**src/fdc_result_pkg.sv**
```systemverilog
// Purpose: shared constants for the disk controller result status block
// Assumes: one 25 MHz clock, synchronous active-high reset
// Notes:   termination codes, command encodings, status register bits and pin layout
package fdc_result_pkg;
    // ========================================================
    // Termination codes
    localparam logic [1:0] TERM_NORMAL  = 2'h0;
    localparam logic [1:0] TERM_ABORT   = 2'h1;
    localparam logic [1:0] TERM_INVALID = 2'h2;
    localparam logic [1:0] TERM_READY   = 2'h3;
    // ========================================================
    // Command byte fields and opcodes
    localparam int          CMD_MT_BIT   = 7;
    localparam int          CMD_MF_BIT   = 6;
    localparam logic [4:0]  OP_READ_TRK  = 5'h02;
    localparam logic [4:0]  OP_SENSE_DRV = 5'h04;
    localparam logic [4:0]  OP_WRITE     = 5'h05;
    localparam logic [4:0]  OP_READ      = 5'h06;
    localparam logic [4:0]  OP_RECAL     = 5'h07;
    localparam logic [4:0]  OP_WRITE_DEL = 5'h09;
    localparam logic [4:0]  OP_READ_ID   = 5'h0A;
    localparam logic [4:0]  OP_READ_DEL  = 5'h0C;
    localparam logic [4:0]  OP_FORMAT    = 5'h0D;
    localparam logic [4:0]  OP_SEEK      = 5'h0F;
    localparam logic [4:0]  OP_SCAN_EQ   = 5'h11;
    localparam logic [1:0]  CMD_BYTES    = 2'h3;
    localparam logic [1:0]  RESULT_LAST  = 2'h3;
    // ========================================================
    // Limits and marker values
    localparam logic [6:0]  RECAL_STEPS  = 7'h4D;
    localparam logic [7:0]  CYL_BAD_MARK = 8'hFF;
    // ========================================================
    // Main status register bits
    localparam int          MSR_RQM      = 7;
    localparam int          MSR_DIO      = 6;
    localparam int          MSR_BUSY     = 4;
    // ========================================================
    // Synchronised pin vector layout
    localparam int          PIN_W        = 16;
    localparam int          P_CS_N       = 0;
    localparam int          P_RD_N       = 1;
    localparam int          P_WR_N       = 2;
    localparam int          P_SEL        = 3;
    localparam int          P_FAULT      = 4;
    localparam int          P_WPROT      = 5;
    localparam int          P_READY      = 6;
    localparam int          P_TRK0       = 7;
    localparam int          P_DATA       = 8;

    typedef enum logic [1:0] {
        ST_IDLE   = 2'b00,
        ST_CMD    = 2'b01,
        ST_EXEC   = 2'b10,
        ST_RESULT = 2'b11
    } phase_t;
endpackage : fdc_result_pkg

```
**src/pin_sync_if.sv**
```systemverilog
// Purpose: carrier between the pin synchroniser and the controller
// Assumes: raw pins asynchronous to clk
// Notes:   synced is safe to read by any logic
interface pin_sync_if #(parameter int W = 16);
    logic [W-1:0] raw;
    logic [W-1:0] synced;
    modport sync_side (input raw, output synced);
    modport user_side (output raw, input synced);
endinterface : pin_sync_if

```
**src/fdc_result_status.sv**
```systemverilog
// Purpose: command decode and result status bytes of a disk controller
// Assumes: execution engine on clk reports events as one-cycle pulses
// Notes:   host pins and drive lines are synchronised before use
module fdc_result_status
    import fdc_result_pkg::*;
(
    input  wire logic        clk,
    input  wire logic        rst,
    input  wire logic        cs_n,
    input  wire logic        rd_n,
    input  wire logic        wr_n,
    input  wire logic        register_select_line,
    input  wire logic [7:0]  host_data_in,
    input  wire logic        drive_fault_in,
    input  wire logic        write_protect_in,
    input  wire logic        drive_ready_in,
    input  wire logic        track_zero_in,
    input  wire logic        double_sided_in,
    input  wire logic        eng_done,
    input  wire logic        eng_step,
    input  wire logic        eng_track_end,
    input  wire logic        eng_past_eot,
    input  wire logic        eng_crc_id,
    input  wire logic        eng_crc_data,
    input  wire logic        eng_overrun,
    input  wire logic        eng_no_sector,
    input  wire logic        eng_no_id_mark,
    input  wire logic        eng_no_data_mark,
    input  wire logic        eng_deleted_mark,
    input  wire logic        eng_scan_equal,
    input  wire logic        eng_scan_miss,
    input  wire logic        eng_cyl_valid,
    input  wire logic [7:0]  eng_cyl,
    output logic [7:0]       host_data_out,
    output logic             host_data_oe,
    output logic             irq,
    output logic             exec_start,
    output logic             both_heads_op,
    output logic             density_select,
    output logic             head_sel,
    output logic [1:0]       unit_sel,
    output logic [7:0]       cylinder_req
);
    import fdc_result_pkg::*;

    // ========================================================
    // Pin synchronisation
    pin_sync_if #(.W(PIN_W)) pins ();
    logic double_sided_meta_ff;
    logic double_sided_ff;

    assign pins.raw = {host_data_in, track_zero_in, drive_ready_in,
                       write_protect_in, drive_fault_in,
                       register_select_line, wr_n, rd_n, cs_n};

    pin_sync #(.W(PIN_W)) u_sync (
        .clk  (clk),
        .rst  (rst),
        .pins (pins.sync_side)
    );

    // Two-sided line kept apart from the bus vector
    always_ff @(posedge clk) begin
        if (rst) begin
            double_sided_meta_ff <= 1'b0;
            double_sided_ff      <= 1'b0;
        end else begin
            double_sided_meta_ff <= double_sided_in;
            double_sided_ff      <= double_sided_meta_ff;
        end
    end

    logic       sel_cs;
    logic       sel_rd;
    logic       sel_wr;
    logic       sel_data;
    logic [7:0] bus_byte;
    logic       fault_s;
    logic       wprot_s;
    logic       ready_s;
    logic       trk0_s;

    assign sel_cs   = ~pins.synced[P_CS_N];
    assign sel_rd   = sel_cs & ~pins.synced[P_RD_N];
    assign sel_wr   = sel_cs & ~pins.synced[P_WR_N];
    assign sel_data = pins.synced[P_SEL];
    assign bus_byte = pins.synced[P_DATA +: 8];
    assign fault_s  = pins.synced[P_FAULT];
    assign wprot_s  = pins.synced[P_WPROT];
    assign ready_s  = pins.synced[P_READY];
    assign trk0_s   = pins.synced[P_TRK0];

    // ========================================================
    // Strobe edge detection
    logic rd_prev_ff;
    logic wr_prev_ff;
    logic rd_end;
    logic wr_end;

    // Act at the trailing edge so bus data has settled
    always_ff @(posedge clk) begin
        if (rst) begin
            rd_prev_ff <= 1'b0;
            wr_prev_ff <= 1'b0;
        end else begin
            rd_prev_ff <= sel_rd;
            wr_prev_ff <= sel_wr;
        end
    end
    assign rd_end = rd_prev_ff & ~sel_rd;
    assign wr_end = wr_prev_ff & ~sel_wr;

    // ========================================================
    // Phase sequencing
    phase_t     phase_ff;
    phase_t     nxt_phase;
    logic [1:0] cnt_ff;
    logic [4:0] opcode_ff;
    logic       skip_ff;
    logic       valid_op;
    logic       rw_op;
    logic       wr_op;
    logic       start_bad;
    logic       exec_end;
    logic       recal_fail;

    always_comb begin
        case (opcode_ff)
            OP_READ_TRK, OP_SENSE_DRV, OP_WRITE, OP_READ, OP_RECAL,
            OP_WRITE_DEL, OP_READ_ID, OP_READ_DEL, OP_FORMAT, OP_SEEK,
            OP_SCAN_EQ: valid_op = 1'b1;
            default:    valid_op = 1'b0;
        endcase
    end

    assign wr_op = (opcode_ff == OP_WRITE) | (opcode_ff == OP_WRITE_DEL)
                 | (opcode_ff == OP_FORMAT);
    assign rw_op = wr_op | (opcode_ff == OP_READ) | (opcode_ff == OP_READ_DEL)
                 | (opcode_ff == OP_READ_TRK) | (opcode_ff == OP_READ_ID)
                 | (opcode_ff == OP_SCAN_EQ);
    assign start_bad = rw_op & (~ready_s | (head_sel & ~double_sided_ff));

    logic       cmd_last;
    assign cmd_last = wr_end & sel_data & (cnt_ff == CMD_BYTES - 2'h1);
    // unknown opcode never starts, so it ends at once
    assign exec_end = eng_done | recal_fail | ~valid_op;

    // Writes outside the command phases are ignored
    always_comb begin
        nxt_phase = phase_ff;
        case (phase_ff)
            ST_IDLE: begin
                if (wr_end && sel_data) begin
                    nxt_phase = ST_CMD;
                end
            end
            ST_CMD: begin
                if (cmd_last) begin
                    nxt_phase = ST_EXEC;
                end
            end
            ST_EXEC: begin
                if (exec_end) begin
                    nxt_phase = ST_RESULT;
                end
            end
            ST_RESULT: begin
                if (rd_end && sel_data && cnt_ff == RESULT_LAST) begin
                    nxt_phase = ST_IDLE;
                end
            end
            default: nxt_phase = ST_IDLE;
        endcase
    end

    always_ff @(posedge clk) begin
        if (rst) begin
            phase_ff <= ST_IDLE;
        end else begin
            phase_ff <= nxt_phase;
        end
    end

    // Byte counter for both command and result transfers
    always_ff @(posedge clk) begin
        if (rst) begin
            cnt_ff <= 2'h0;
        end else if (phase_ff != nxt_phase) begin
            cnt_ff <= (nxt_phase == ST_CMD) ? 2'h1 : 2'h0;
        end else if ((phase_ff == ST_CMD && wr_end && sel_data) ||
                     (phase_ff == ST_RESULT && rd_end && sel_data)) begin
            cnt_ff <= cnt_ff + 2'h1;
        end
    end

    // ========================================================
    // Command parameter capture
    // multi-track bit kept
    always_ff @(posedge clk) begin
        if (rst) begin
            opcode_ff      <= 5'h00;
            skip_ff        <= 1'b0;
            both_heads_op  <= 1'b0;
            density_select <= 1'b0;
        end else if (phase_ff == ST_IDLE && wr_end && sel_data) begin
            opcode_ff      <= bus_byte[4:0];
            skip_ff        <= bus_byte[5];
            both_heads_op  <= bus_byte[CMD_MT_BIT];
            density_select <= bus_byte[CMD_MF_BIT];
        end
    end

    // move to head 1 on track end
    always_ff @(posedge clk) begin
        if (rst) begin
            head_sel     <= 1'b0;
            unit_sel     <= 2'h0;
            cylinder_req <= 8'h00;
        end else if (phase_ff == ST_CMD && wr_end && sel_data) begin
            if (cnt_ff == 2'h1) begin
                head_sel <= bus_byte[2];
                unit_sel <= bus_byte[1:0];
            end else begin
                cylinder_req <= bus_byte;
            end
        end else if (phase_ff == ST_EXEC && eng_track_end && both_heads_op
                     && !head_sel) begin
            head_sel <= 1'b1;
        end
    end

    // Start pulse for every valid opcode, also when the drive is not ready
    always_ff @(posedge clk) begin
        if (rst) begin
            exec_start <= 1'b0;
        end else begin
            exec_start <= (nxt_phase == ST_EXEC) && (phase_ff != ST_EXEC) && valid_op;
        end
    end

    // ========================================================
    // Recalibrate step counting
    logic [6:0] step_cnt_ff;
    always_ff @(posedge clk) begin
        if (rst || phase_ff != ST_EXEC) begin
            step_cnt_ff <= 7'h00;
        end else if (eng_step && step_cnt_ff != RECAL_STEPS) begin
            step_cnt_ff <= step_cnt_ff + 7'h01;
        end
    end
    assign recal_fail = (phase_ff == ST_EXEC) && (opcode_ff == OP_RECAL)
                      && (step_cnt_ff == RECAL_STEPS) && !trk0_s;

    // ========================================================
    // Event flags collected during execution
    logic end_cyl_ff;
    logic crc_any_ff;
    logic overrun_ff;
    logic no_sector_ff;
    logic id_absent_ff;
    logic deleted_ff;
    logic data_crc_ff;
    logic cyl_mis_ff;
    logic cyl_bad_ff;
    logic scan_hit_ff;
    logic scan_fail_ff;
    logic data_absent_ff;
    logic fault_seen_ff;
    logic ready_chg_ff;
    logic ready_start_ff;
    logic in_exec;
    logic clr_flags;
    logic read_cmd;

    assign in_exec   = (phase_ff == ST_EXEC);
    assign clr_flags = (phase_ff == ST_CMD) && cmd_last;
    assign read_cmd  = (opcode_ff == OP_READ) | (opcode_ff == OP_SCAN_EQ);

    // Flags clear only at execution start, so no event is lost
    always_ff @(posedge clk) begin
        if (rst || clr_flags) begin
            end_cyl_ff     <= 1'b0;
            crc_any_ff     <= 1'b0;
            overrun_ff     <= 1'b0;
            no_sector_ff   <= 1'b0;
            id_absent_ff   <= 1'b0;
            deleted_ff     <= 1'b0;
            data_crc_ff    <= 1'b0;
            scan_hit_ff    <= 1'b0;
            scan_fail_ff   <= 1'b0;
            data_absent_ff <= 1'b0;
            fault_seen_ff  <= 1'b0;
        end else if (in_exec) begin
            end_cyl_ff <= end_cyl_ff | (eng_past_eot & ~(both_heads_op & ~head_sel));
            crc_any_ff <= crc_any_ff | eng_crc_id | eng_crc_data;
            overrun_ff <= overrun_ff | eng_overrun;
            no_sector_ff <= no_sector_ff | eng_no_sector;
            id_absent_ff <= id_absent_ff | eng_no_id_mark;
            deleted_ff <= deleted_ff | (eng_deleted_mark & read_cmd);
            data_crc_ff <= data_crc_ff | eng_crc_data;
            scan_hit_ff  <= scan_hit_ff | (eng_scan_equal & (opcode_ff == OP_SCAN_EQ));
            scan_fail_ff <= scan_fail_ff | (eng_scan_miss & (opcode_ff == OP_SCAN_EQ));
            data_absent_ff <= data_absent_ff | eng_no_data_mark | eng_no_id_mark;
            fault_seen_ff <= fault_seen_ff | fault_s | recal_fail;
        end
    end

    always_ff @(posedge clk) begin
        if (rst || clr_flags) begin
            cyl_mis_ff <= 1'b0;
            cyl_bad_ff <= 1'b0;
        end else if (in_exec && eng_cyl_valid && eng_cyl != cylinder_req) begin
            cyl_mis_ff <= 1'b1;
            cyl_bad_ff <= cyl_bad_ff | (eng_cyl == CYL_BAD_MARK);
        end
    end

    always_ff @(posedge clk) begin
        if (rst || clr_flags) begin
            ready_start_ff <= ready_s;
            ready_chg_ff   <= 1'b0;
        end else if (in_exec && ready_s != ready_start_ff) begin
            ready_chg_ff <= 1'b1;
        end
    end

    // ========================================================
    // Result byte capture
    logic [7:0] res_ff [4];
    logic [1:0] term;
    logic       abnormal;
    logic       unready;

    assign unready  = start_bad;
    assign abnormal = end_cyl_ff | crc_any_ff | overrun_ff | no_sector_ff
                    | id_absent_ff | data_absent_ff | cyl_mis_ff
                    | scan_fail_ff | fault_seen_ff | recal_fail
                    | (wr_op & wprot_s);

    always_comb begin
        if (!valid_op) begin
            term = TERM_INVALID;
        end else if (ready_chg_ff) begin
            term = TERM_READY;
        end else if (abnormal || unready) begin
            term = TERM_ABORT;
        end else begin
            term = TERM_NORMAL;
        end
    end

    always_ff @(posedge clk) begin
        if (rst) begin
            for (int i = 0; i < 4; i++) begin
                res_ff[i] <= 8'h00;
            end
        end else if (in_exec && exec_end) begin
            res_ff[0] <= {term,
                          (opcode_ff == OP_SEEK) | (opcode_ff == OP_RECAL),
                          fault_seen_ff | fault_s | recal_fail,
                          unready, head_sel, unit_sel};
            res_ff[1] <= {end_cyl_ff, 1'b0, crc_any_ff, overrun_ff, 1'b0,
                          no_sector_ff, wr_op & wprot_s, id_absent_ff};
            res_ff[2] <= {1'b0, deleted_ff, data_crc_ff, cyl_mis_ff,
                          scan_hit_ff, scan_fail_ff, cyl_bad_ff, data_absent_ff};
            res_ff[3] <= {fault_s, wprot_s, ready_s, trk0_s,
                          double_sided_ff, head_sel, unit_sel};
        end
    end

    // ========================================================
    // Host read path
    logic [7:0] msr;
    logic       skip_unused;
    assign skip_unused = skip_ff;
    assign msr = {(phase_ff != ST_EXEC), (phase_ff == ST_RESULT), 1'b0,
                  (phase_ff != ST_IDLE), 3'h0, skip_unused & 1'b0};

    always_ff @(posedge clk) begin
        if (rst) begin
            host_data_out <= 8'h00;
            host_data_oe  <= 1'b0;
        end else begin
            host_data_oe <= sel_rd;
            if (!sel_data) begin
                host_data_out <= msr;
            end else if (phase_ff == ST_RESULT) begin
                host_data_out <= res_ff[cnt_ff];
            end else begin
                host_data_out <= 8'h00;
            end
        end
    end

    // Completion raised the cycle after the bytes are stored
    always_ff @(posedge clk) begin
        if (rst) begin
            irq <= 1'b0;
        end else if (phase_ff == ST_RESULT && nxt_phase == ST_RESULT) begin
            irq <= 1'b1;
        end else begin
            irq <= 1'b0;
        end
    end
endmodule : fdc_result_status

```
**src/pin_sync.sv**
```systemverilog
// Purpose: two-stage synchroniser for every pin of the bus vector
// Assumes: pins change slowly against the 40 ns clock
// Notes:   first stage feeds only the second stage
module pin_sync #(
    parameter int W = 16
) (
    input  wire logic      clk,
    input  wire logic      rst,
    pin_sync_if.sync_side  pins
);
    // ========================================================
    // Per-bit double flop
    generate
        for (genvar i = 0; i < W; i++) begin : g_bit
            logic meta_ff;
            logic hold_ff;
            // Reset to one keeps active-low strobes idle
            always_ff @(posedge clk) begin
                if (rst) begin
                    meta_ff <= 1'b1;
                    hold_ff <= 1'b1;
                end else begin
                    meta_ff <= pins.raw[i];
                    hold_ff <= meta_ff;
                end
            end
            assign pins.synced[i] = hold_ff;
        end
    endgenerate
endmodule : pin_sync

```
**config.mk**
```make
export PLATFORM = sky130hd
export DESIGN_NAME = fdc_result_status
export DESIGN_NICKNAME = d
export VERILOG_FILES = /design/src/fdc_result_pkg.sv /design/src/pin_sync_if.sv /design/src/fdc_result_status.sv /design/src/pin_sync.sv
export SDC_FILE = /design/constraint.sdc
export NUM_CORES = 1
export LEC_CHECK = 0
export ABC_AREA = 0
export BUFFER_PORTS_ARGS = -buffer_cell sky130_fd_sc_hd__buf_2
export CAP_MARGIN = 20
export CELL_PAD_IN_SITES_DETAIL_PLACEMENT = 1
export CELL_PAD_IN_SITES_GLOBAL_PLACEMENT = 1
export CORE_MARGIN = 1
export CORE_UTILIZATION = 50
export CTS_BUF_LIST = sky130_fd_sc_hd__clkbuf_2 sky130_fd_sc_hd__clkbuf_4 sky130_fd_sc_hd__clkbuf_8
export DETAILED_ROUTE_END_ITERATION = 8
export GPL_ROUTABILITY_DRIVEN = 0
export PLACE_DENSITY = 0.92
export SETUP_SLACK_MARGIN = 0.02
export SYNTH_ARGS = -nofsm -noshare
export SYNTH_HDL_FRONTEND = slang
export SYNTH_SLANG_ARGS = --single-unit
```
**constraint.sdc**
```tcl
create_clock -name clk -period 5.87 [get_ports clk]
set_clock_uncertainty 0.1 [all_clocks]
set_input_delay 0.2935 -clock clk [delete_from_list [all_inputs] [get_ports clk]]
set_output_delay 0.2935 -clock clk [all_outputs]
set_load 0.005 [all_outputs]
```
==> results of run 1 <==
## sequential cells by signal (all words and copies together) (netlist names), 2 cells and up, named ones only
name / flops
cnt_ff: 2
cylinder_req: 8
host_data_out: 8
opcode_ff: 5
phase_ff: 2
res_ff: 26
step_cnt_ff: 7
u_sync.g_bit.hold_ff: 16
u_sync.g_bit.meta_ff: 16
unit_sel: 2
## per-layer routing
metal | share of wire, % | vias up | wire, microns | track usage, %
met1 | 37 | 1844 | 5100 | 31.8
met2 | 52 | 180 | 7210 | 55.1
met4 | 5.0 | 0 | 693 | 18.7
met3 | 6.2 | 65 | 864 | 7.66
met5 | 0 | - | 0 | 0
li1 | - | 1714 | - | -
## path summary, 6_finish.rpt
path	endpoint	slack [ns]	cells after the start
max	res_ff[3][5]	3.30	6
min	scan_hit_ff	0.02	3
max reg2reg	res_ff[3][5]	3.30	6
min reg2reg	u_sync.g_bit[14].hold_ff	0.31	1
## power by group
group / internal, mW / leakage (nW) / switching (mW)
registers: 0.854 / 1.03 / 0.0109
logic: 0.0325 / 1.02 / 0.0302
clock network: 0.477 / 0.224 / 0.347
## final cells by class
class                           instances  share of cell area, %
Clock buffer                           19                   4.46
Multi-Input combinational cell        293                   33.4
Tap cell                              111                   2.43
Clock inverter                         13                   3.10
Inverter                               12                  0.787
Sequential cell                       119                   46.3
Timing Repair Buffer                   87                   9.53
## cell families after synthesis
logic type | after synthesis | share of synthesized area, %
AO/OA/AOI/OAI | 70 | 10.2
AND/OR/NAND/NOR | 180 | 20.6
XOR/XNOR | 15 | 2.79
buffers and inverters | 31 | 3.16
flip-flops | 119 | 56.3
adder cells (fa/ha/maj) | 9 | 2.34
multiplexers | 19 | 4.62
## worst max-delay path: cells and delay by family (launching register included)
family | cells | cell delay [ns]
flops | 1 | 0.39
simple gates | 5 | 1.53
fa+ha+maj | 1 | 0.16
## stage by stage
step	area [sq um]	util [%]	setup slack, ns	power [mW]
6_report	5730	62.3	3.30	1.75
5_1_grt	5730	62.3	3.16	1.80
4_1_cts	5730	62.3	3.31	1.75
3_5_place_dp	5080	55.3	3.37	0.932
2_1_floorplan	4710	-	3.72	0.907
3_3_place_gp	5080	55.3	3.52	0.927
## cell usage after synthesis, types with 10 or more instances
cell,number,area share (%)
nor2_1,49,3.9
a21oi_1,24,2.5
nor2b_1,10,1.3
nand3_1,14,1.5
dfxtp_1,92,39
xor2_1,14,2.6
and2_1,19,2.5
inv_1,12,0.96
edfxtp_1,27,17
mux2i_1,15,3.2
nand2_1,27,2.2
or2_2,32,4.2
==> reports/summary.txt, run 1 <==
FINAL LAYOUT
------------------------------------------------------------------------------
Top library cells by usage in the layout, fill and taps aside     92 x dfxtp_1, 64 x buf_2, 49 x nor2_1
Growth of design area from synthesis to finish                           21.5%
Most common library cell in the layout ignoring fill and taps          dfxtp_1
Antenna cells                                                                0
Final Instance Count excl. Fillers                                         654
Area of combinational cells with multiple inputs                  0.00191 sq mm
Sequential Area                                                   0.00265 sq mm
Final net count                                                            579
Total of fill cells in the finished design                                1007
Share of post-route cells with drive strength above 1                    26.5%

DETAILED ROUTING
------------------------------------------------------------------------------
Antenna-violating nets left                                                  0
Number of DRC violations after detailed-routing iteration 0                346
First drt pass iteration count                                               5
DRC violations left                                                          0
Detailed-route via count                                                  3803
Average detailed-routed wire length per instance                  21.2 microns
Routed via count divided by cell count                                    5.81
Final routed wirelength across all metal layers                        13.9 mm

GLOBAL ROUTE
------------------------------------------------------------------------------
Congestion Overflow GR                                                       0
Vias in the first global route                                            4144
Largest net degree at the start of global routing                           67
Overall routing resource usage                                           30.4%
Wire length of the first global-routing pass                           22.1 mm
Antenna violations before repair                                             0

MIN PATH
------------------------------------------------------------------------------
Worst hold-check path type                                        primary input to flop
Min-Delay Startpoint                                              eng_scan_equal

FLOORPLANNING
------------------------------------------------------------------------------
Number of core rows                                                         35
Core Area                                                         0.00920 sq mm
Height of the chip                                                99.1 microns
Total Die Area                                                    0.00982 sq mm
Initial Utilization                                                      51.3%
IO Count                                                                    65
Horizontal die dimension                                          99.1 microns

SETUP PATH
------------------------------------------------------------------------------
FF-to-FF Start                                                    step_cnt_ff[0]
Delay of the slowest cell on the worst path                            0.79 ns
Start point of the critical path                                  step_cnt_ff[0]
Most used cell along the critical path                                 nand2_1
Worst-path maximum fanout                                                   26
Startpoint type of the worst setup path                                   flop
Critical Path RT                                                       5.83 ns
Cell Chain, Critical Path                                         ha_1 -> and4bb_1 -> nand4_4 -> nand2_1 -> nand2_1 -> nand2_1
Signal arrival time at the worst endpoint                              2.53 ns
Slowest-stage cell, CP                                                 nand2_1
Type of the setup path with the least slack                       flop to flop
Kind of end point of the critical path                                    flop

STA
------------------------------------------------------------------------------
Total Neg Setup Slack                                                     0 ns
Fraction of the cycle the final worst path needs                         43.8%
Achievable Freq                                                      0.389 GHz
Transition at the pin with the smallest max-transition slack           1.04 ns
Number of hold violations in the final report                                0
Hold WS                                                              0.0153 ns
Number of pins with negative max-slew slack in the final report              0
Total setup violations reported at the end of the flow                       0
Final critical-path required period                                    2.57 ns
Unrepaired setup endpoints after global routing                             no
Worst max-slew margin expressed relative to the limit                    30.4%

SYNTH
------------------------------------------------------------------------------
Net Count, Synth                                                           492
Post-synth EDFFs                                                            27
Post-synthesis instance area                                      0.00471 sq mm
Number of warnings issued by yosys                                           0
Proportion of synthesized chip area in sequential cells                  56.3%
Count of unique library cells instantiated by Yosys                         57
Mean post-synth cell area                                           10.6 sq um
Async set-or-reset flop fraction in the synthesized netlist                 0%
#FFs+latches synth                                                         119
Cells after synthesis                                                      443
Commonest register cell after synthesis                                dfxtp_1

CLOCK TREE
------------------------------------------------------------------------------
CTS resizes                                                                  0
Clk_lat worst skew                                                     0.44 ns
Post CTS Setup Buffer Count                                                  0
TritonCTS clock tree                                                       yes
TritonCTS Buffers                                                           17
CTS clk-pin slew, worst paths                                          0.07 ns
Clock root buffer master                                              clkbuf_8
CTS H-tree lvls                                                              4
Maximum number of buffers from clock root to sink                            2
Clock sink count                                                           119
Number of buffers inserted by hold repair at cts                            21

POWER
------------------------------------------------------------------------------
Power per Cell Area                                                306 mW/mm^2
VDD IR max                                                              158 uV
Leakage power figure                                                   2.27 nW

OUTCOME
------------------------------------------------------------------------------
Outcome                                                           complete, no violations

PLACEMENT
------------------------------------------------------------------------------
HPWL Detailed                                                          8.46 mm
Placed Cells                                                               601
Port bufs                                                                   64

FLOW RUN
------------------------------------------------------------------------------
Max-capacitance violation count                                              0

Power figures use the tool's default switching activity.
==> run 2, diff against run 1 <==
CORE_UTILIZATION = 42   (was 50)
PLACE_DENSITY = 0.83   (was 0.92)
clock period = 2.2 ns   (was 5.87 ns; I/O delays follow)
==> reports/summary.txt, run 2 (synthesized netlist as in run 1, its figures left out) <==
OUTCOME
------------------------------------------------------------------------------
Outcome                                                           complete, no violations   unchanged

SETUP PATH
------------------------------------------------------------------------------
Signal arrival time at the worst endpoint                              2.31 ns   was 2.53 ns
Kind of end point of the critical path                                    flop   unchanged
Critical Path RT                                                       2.42 ns   was 5.83 ns
Type of the setup path with the least slack                       flop to flop   unchanged
Delay of the slowest cell on the worst path                            0.41 ns   was 0.79 ns
Worst-path maximum fanout                                                    7   was 26
Startpoint type of the worst setup path                                   flop   unchanged
Slowest-stage cell, CP                                                 dfxtp_1   was nand2_1
Cell Chain, Critical Path                                         o211a_4 -> nand2_2 -> buf_4 -> nand2_1 -> a21oi_2 -> inv_1 -> ha_1 -> a21boi_1 -> o21ai_1 -> a32o_1   was ha_1 -> and4bb_1 -> nand4_4 -> nand2_1 -> nand2_1 -> nand2_1

FINAL LAYOUT
------------------------------------------------------------------------------
Most common library cell in the layout ignoring fill and taps          dfxtp_1   unchanged
Max FFs per register                                                        26   unchanged
Area of combinational cells with multiple inputs                  0.00193 sq mm   was 0.00191 sq mm
Most flops, register                                                    res_ff   unchanged
Antenna cells                                                                0   unchanged
Largest registers                                                 res_ff: 26 flops, u_sync.g_bit.hold_ff: 16 flops, u_sync.g_bit.meta_ff: 16 flops   unchanged
Top library cells by usage in the layout, fill and taps aside     91 x dfxtp_1, 64 x buf_2, 49 x nor2_1   was 92 x dfxtp_1, 64 x buf_2, 49 x nor2_1
Growth of design area from synthesis to finish                           25.8%   was 21.5%
Sequential Area                                                   0.00265 sq mm   about the same
Share of post-route cells with drive strength above 1                    27.7%   was 26.5%
Finished Core Util                                                       54.4%   was 62.3%
Final net count                                                            602   was 579
Total of fill cells in the finished design                                1226   was 1007

GLOBAL ROUTE
------------------------------------------------------------------------------
GR Util met2                                                             41.3%   was 55.1%
Wire length of the first global-routing pass                           20.8 mm   was 22.1 mm
Largest net degree at the start of global routing                           58   was 67
Antenna violations before repair                                             0   unchanged
Routing usage on met3                                                    5.85%   was 7.66%
Congestion Overflow GR                                                       0   unchanged
Overall routing resource usage                                           24.0%   was 30.4%
Highest-utilization routing layer at the global route stage               met2   unchanged
Vias in the first global route                                            4034   was 4144
Met1 usage                                                               27.7%   was 31.8%

POWER
------------------------------------------------------------------------------
Leakage power figure                                                   2.33 nW   was 2.27 nW
Power per Cell Area                                                735 mW/mm^2   was 306 mW/mm^2
Final Total Pwr                                                        4.36 mW   was 1.75 mW
VDD IR max                                                              313 uV   was 158 uV

CLOCK TREE
------------------------------------------------------------------------------
Maximum number of buffers from clock root to sink                            2   unchanged
CTS clk-pin slew, worst paths                                          0.07 ns   about the same
TritonCTS clock tree                                                       yes   unchanged
TritonCTS Buffers                                                           17   unchanged
Clock root buffer master                                              clkbuf_8   unchanged
Clk_lat worst skew                                                     0.43 ns   was 0.44 ns
Clock sink count                                                           119   unchanged
CTS H-tree lvls                                                              4   unchanged

STA
------------------------------------------------------------------------------
Number of hold violations in the final report                                0   unchanged
Final critical-path required period                                    2.09 ns   was 2.57 ns
Unrepaired setup endpoints after global routing                             no   unchanged
Transition at the pin with the smallest max-transition slack          0.600 ns   was 1.04 ns
Total setup violations reported at the end of the flow                       0   unchanged
Fraction of the cycle the final worst path needs                         94.9%   was 43.8%
Hold WS                                                              0.0777 ns   was 0.0153 ns
Achievable Freq                                                      0.479 GHz   was 0.389 GHz
Worst max-slew margin expressed relative to the limit                    59.9%   was 30.4%
Total Neg Setup Slack                                                     0 ns   unchanged
Number of pins with negative max-slew slack in the final report              0   unchanged

DETAILED ROUTING
------------------------------------------------------------------------------
Routed via count divided by cell count                                    5.31   was 5.81
Final routed wirelength across all metal layers                        12.8 mm   was 13.9 mm
Antenna-violating nets left                                                  0   unchanged
First drt pass iteration count                                               4   was 5
Average detailed-routed wire length per instance                  18.2 microns   was 21.2 microns
Detailed-route via count                                                  3746   was 3803
DRC violations left                                                          0   unchanged
Number of DRC violations after detailed-routing iteration 0                185   was 346

FLOORPLANNING
------------------------------------------------------------------------------
Initial Utilization                                                      43.3%   was 51.3%
Number of core rows                                                         38   was 35
Horizontal die dimension                                           108 microns   was 99.1 microns
Height of the chip                                                 108 microns   was 99.1 microns
IO Count                                                                    65   unchanged
Total Die Area                                                    0.0117 sq mm   was 0.00982 sq mm
Core Area                                                         0.0109 sq mm   was 0.00920 sq mm

PLACEMENT
------------------------------------------------------------------------------
Port bufs                                                                   64   unchanged
HPWL Detailed                                                          8.38 mm   was 8.46 mm

FLOW RUN
------------------------------------------------------------------------------
Max-capacitance violation count                                              0   unchanged

MIN PATH
------------------------------------------------------------------------------
Worst hold-check path type                                        primary input to flop   unchanged

-- run 2: area by class of cell --
class / count / share of cell area [%]
timing repair buffer: 110 / 12.7
tap: 140 / 2.95
clock inverter: 15 / 2.32
inverter: 12 / 0.760
clock buffer: 17 / 3.95
sequential: 119 / 44.8
multi-input combinational: 293 / 32.5
-- run 2: final timing paths --
check / end / cells past startpoint / slack (ns) / start
max: valid_op / 10 / 0.11 / u_sync.g_bit[2].hold_ff
min reg2reg: u_sync.g_bit[4].hold_ff / 1 / 0.31 / u_sync.g_bit[4].meta_ff
min: cyl_bad_ff / 5 / 0.08 / eng_cyl[0]
max reg2reg: valid_op / 10 / 0.11 / u_sync.g_bit[2].hold_ff
-- run 2: metal layers --
metal / routed length, microns / vias up
met4: 482 / 0
met1: 5220 / 1822
met3: 487 / 40
li1: - / 1765
met5: 0 / -
met2: 6640 / 119
-- run 2: power by group --
group / internal (mW) / switching, mW
logic: 0.105 / 0.0845
registers: 2.28 / 0.0261
clock network: 0.983 / 0.883
-- run 2: metrics by stage --
step                std cells  area [sq um]  setup slack [ns]
floorplan                 443          4710            0.0538
global placement          641          5220             0.162
detailed placement        641          5220            0.0605
CTS                       704          5900            0.0652
global route              706          5930            0.0215
finish                    706          5930             0.112
-- run 2: timing repair --
item / CTS / global route
setup buffers: 0 / 2
setup endpoints to repair: 1 / 1
hold endpoints to repair: 36 / 0
resized for setup: 2 / 4
pin swaps: 0 / 2
hold buffers: 31 / 0
-- run 2: worst max-delay path: cells and delay by family, from the launching register on --
family,cells,cell delay [ns]
AO/OA/AOI/OAI,5,0.85
adder cells (fa/ha/maj),1,0.15
buffers and inverters,2,0.25
flip-flops,1,0.41
AND/OR/NAND/NOR,2,0.22
==> run 3, diff against run 2 <==
clock period = 1.8 ns   (was 2.2 ns; I/O delays follow)
==> reports/summary.txt, run 3 (synthesized netlist as in run 1, its figures left out) <==
SETUP PATH
------------------------------------------------------------------------------
Startpoint type of the worst setup path                                   flop   unchanged
Kind of end point of the critical path                                    flop   unchanged
Signal arrival time at the worst endpoint                              2.29 ns   was 2.31 ns
Most used cell along the critical path                                 a21oi_1
Worst-path maximum fanout                                                    7   unchanged
Cell Chain, Critical Path                                         buf_4 -> o211ai_4 -> o21ai_0 -> a21oi_1 -> a21oi_1 -> a32o_1   was o211a_4 -> nand2_2 -> buf_4 -> nand2_1 -> a21oi_2 -> inv_1 -> ha_1 -> a21boi_1 -> o21ai_1 -> a32o_1
Critical Path RT                                                       2.05 ns   was 2.42 ns
Delay of the slowest cell on the worst path                            0.41 ns   about the same
Slowest-stage cell, CP                                                 a21oi_1   was dfxtp_1
Worst reg-to-reg path cell count                                             6   was 10
Type of the setup path with the least slack                       flop to flop   unchanged

PLACEMENT
------------------------------------------------------------------------------
HPWL Detailed                                                          9.15 mm   was 8.38 mm
Placed Cells                                                               665   was 641
Port bufs                                                                   64   unchanged
Setup WS pre-CTS                                                     -0.155 ns   was 0.0605 ns

GLOBAL ROUTE
------------------------------------------------------------------------------
Congestion Overflow GR                                                       0   unchanged
Antenna violations before repair                                             0   unchanged
Largest net degree at the start of global routing                           58   unchanged
Overall routing resource usage                                           29.3%   was 24.0%
Vias in the first global route                                            4469   was 4034
Wire length of the first global-routing pass                           24.9 mm   was 20.8 mm

FINAL LAYOUT
------------------------------------------------------------------------------
Largest registers                                                 res_ff: 26 flops, u_sync.g_bit.hold_ff: 16 flops, u_sync.g_bit.meta_ff: 16 flops   unchanged
Max FFs per register                                                        26   unchanged
Final Instance Count excl. Fillers                                         744   was 706
Top library cells by usage in the layout, fill and taps aside     81 x dfxtp_1, 63 x buf_2, 42 x nor2_1   was 91 x dfxtp_1, 64 x buf_2, 49 x nor2_1
Antenna cells                                                                0   unchanged
Most flops, register                                                    res_ff   unchanged
Most common library cell in the layout ignoring fill and taps          dfxtp_1   unchanged
Finished Core Util                                                       61.9%   was 54.4%
Growth of design area from synthesis to finish                           43.0%   was 25.8%
Final net count                                                            640   was 602
Share of post-route cells with drive strength above 1                    43.4%   was 27.7%
Total of fill cells in the finished design                                1148   was 1226

CLOCK TREE
------------------------------------------------------------------------------
Clock sink count                                                           119   unchanged
CTS clk-pin slew, worst paths                                          0.08 ns   was 0.07 ns
CTS H-tree lvls                                                              4   unchanged
TritonCTS clock tree                                                       yes   unchanged
Maximum number of buffers from clock root to sink                            2   unchanged
TritonCTS Buffers                                                           17   unchanged
Clock root buffer master                                              clkbuf_8   unchanged
Clk_lat worst skew                                                     0.47 ns   was 0.43 ns

FLOORPLANNING
------------------------------------------------------------------------------
Number of core rows                                                         38   unchanged
Horizontal die dimension                                           108 microns   unchanged
Total Die Area                                                    0.0117 sq mm   unchanged
IO Count                                                                    65   unchanged
Core Area                                                         0.0109 sq mm   unchanged
Height of the chip                                                 108 microns   unchanged
Initial Utilization                                                      43.3%   unchanged

DETAILED ROUTING
------------------------------------------------------------------------------
Final routed wirelength across all metal layers                        19.2 mm   was 12.8 mm
Routed via count divided by cell count                                    5.80   was 5.31
Average detailed-routed wire length per instance                  25.8 microns   was 18.2 microns
Number of DRC violations after detailed-routing iteration 0                303   was 185
DRC violations left                                                          0   unchanged
First drt pass iteration count                                               5   was 4
Antenna-violating nets left                                                  0   unchanged
Detailed-route via count                                                  4312   was 3746

STA
------------------------------------------------------------------------------
Worst max-slew margin expressed relative to the limit                    62.4%   was 59.9%
Total setup violations reported at the end of the flow                      55   was 0
Number of hold violations in the final report                                0   unchanged
Transition at the pin with the smallest max-transition slack          0.564 ns   was 0.600 ns
Achievable Freq                                                      0.490 GHz   was 0.479 GHz
Number of pins with negative max-slew slack in the final report              0   unchanged
Worst setup slack after layout                                       -0.243 ns   was 0.112 ns
Final critical-path required period                                    2.04 ns   was 2.09 ns
Unrepaired setup endpoints after global routing                            yes   was no
Fraction of the cycle the final worst path needs                          113%   was 94.9%

POWER
------------------------------------------------------------------------------
Sw Pwr                                                                 1.37 mW   was 0.994 mW
Gate power share                                                          5.1%   was 4.3%
Switching power share of the total                                       23.2%   was 22.8%
Leakage power figure                                                   2.67 nW   was 2.33 nW
Seq pwr share                                                            47.7%   was 52.9%
Clock share of power                                                     47.1%   was 42.8%
Cell internal power dissipation                                        4.54 mW   was 3.37 mW
VDD IR max                                                              538 uV   was 313 uV
Power per Cell Area                                                877 mW/mm^2   was 735 mW/mm^2
Final Total Pwr                                                        5.91 mW   was 4.36 mW

OUTCOME
------------------------------------------------------------------------------
Outcome                                                           finished with violations   was complete, no violations
Failing checks                                                    setup timing

FLOW RUN
------------------------------------------------------------------------------
Max-capacitance violation count                                              0   unchanged

MIN PATH
------------------------------------------------------------------------------
Number of instances on the worst hold path                                   5   unchanged
Worst hold-check path type                                        primary input to flop   unchanged

## run 3: changes by cell type in the layout (fill, tap and decap cells not counted), sizes merged
cell | before | now
buf | 79 | 114
clkbuf | 17 | 28
clkinv | 9 | 2
clkinvlp | 4 | 2
bufinv | 2 | 3
## run 3: critical path, delay by kind of cell (launching register included)
family                 cells  cell delay (ns)
flip-flops                 1             0.34
AO/OA/AOI/OAI              5             1.33
buffers and inverters      1             0.16
## run 3: repair_timing
action                                  in CTS  in global routing
hold buffers                                31                  0
gates resized for setup                     31                 62
cloned                                       0                  2
buffers inserted                             6                  8
endpoints found under the setup margin      60                 78
pin swaps                                    5                 22
hold endpoints to repair                    35                  0
## run 3: layout make-up
type,instances,area (sq um),share of cell area [%]
Timing Repair Buffer,148,1130,16.8
Inverter,12,48.8,0.724
Multi-Input combinational cell,293,2280,33.8
Sequential cell,119,2670,39.6
Clock inverter,7,114,1.69
Clock buffer,25,325,4.83
Tap cell,140,175,2.60
## run 3: path summary, 6_finish.rpt
| check | startpoint | end | slack (ns) |
|---|---|---|---|
| max | u_sync.g_bit[0].hold_ff | valid_op | -0.24 |
| min | eng_cyl[0] | cyl_bad_ff | 0.04 |
| max reg2reg | u_sync.g_bit[0].hold_ff | valid_op | -0.24 |
| min reg2reg | u_sync.g_bit[11].meta_ff | u_sync.g_bit[11].hold_ff | 0.31 |
## run 3: power groups by stage
stage | clock [mW] | combinational, mW | sequential, mW
floorplan | 0 | 0.0987 | 2.86
detailed placement | 0 | 0.189 | 2.87
CTS | 2.70 | 0.255 | 2.82
global route | 2.90 | 0.318 | 2.82
global placement | 0 | 0.177 | 2.87
finish | 2.79 | 0.302 | 2.82
## run 3: per-stage QoR
step                      TNS, ns  hold WS [ns]  area (sq um)
after floorplan           -0.0696        0.0820          4750
after global placement    -0.0576         0.173          5430
after detailed placement    -2.12         0.177          5430
after CTS                 -0.0855        0.0428          6340
after global routing        -5.50         0.116          6740
final                       -2.78        0.0443          6740
## run 3: layer usage
layer | vias to the layer above | track usage, % | part of all wire, %
met2 | 230 | 51.2 | 50
met4 | 0 | 18.4 | 7.1
li1 | 1838 | - | -
met3 | 108 | 6.21 | 5.7
met5 | - | 0 | 0
met1 | 2136 | 32.4 | 37
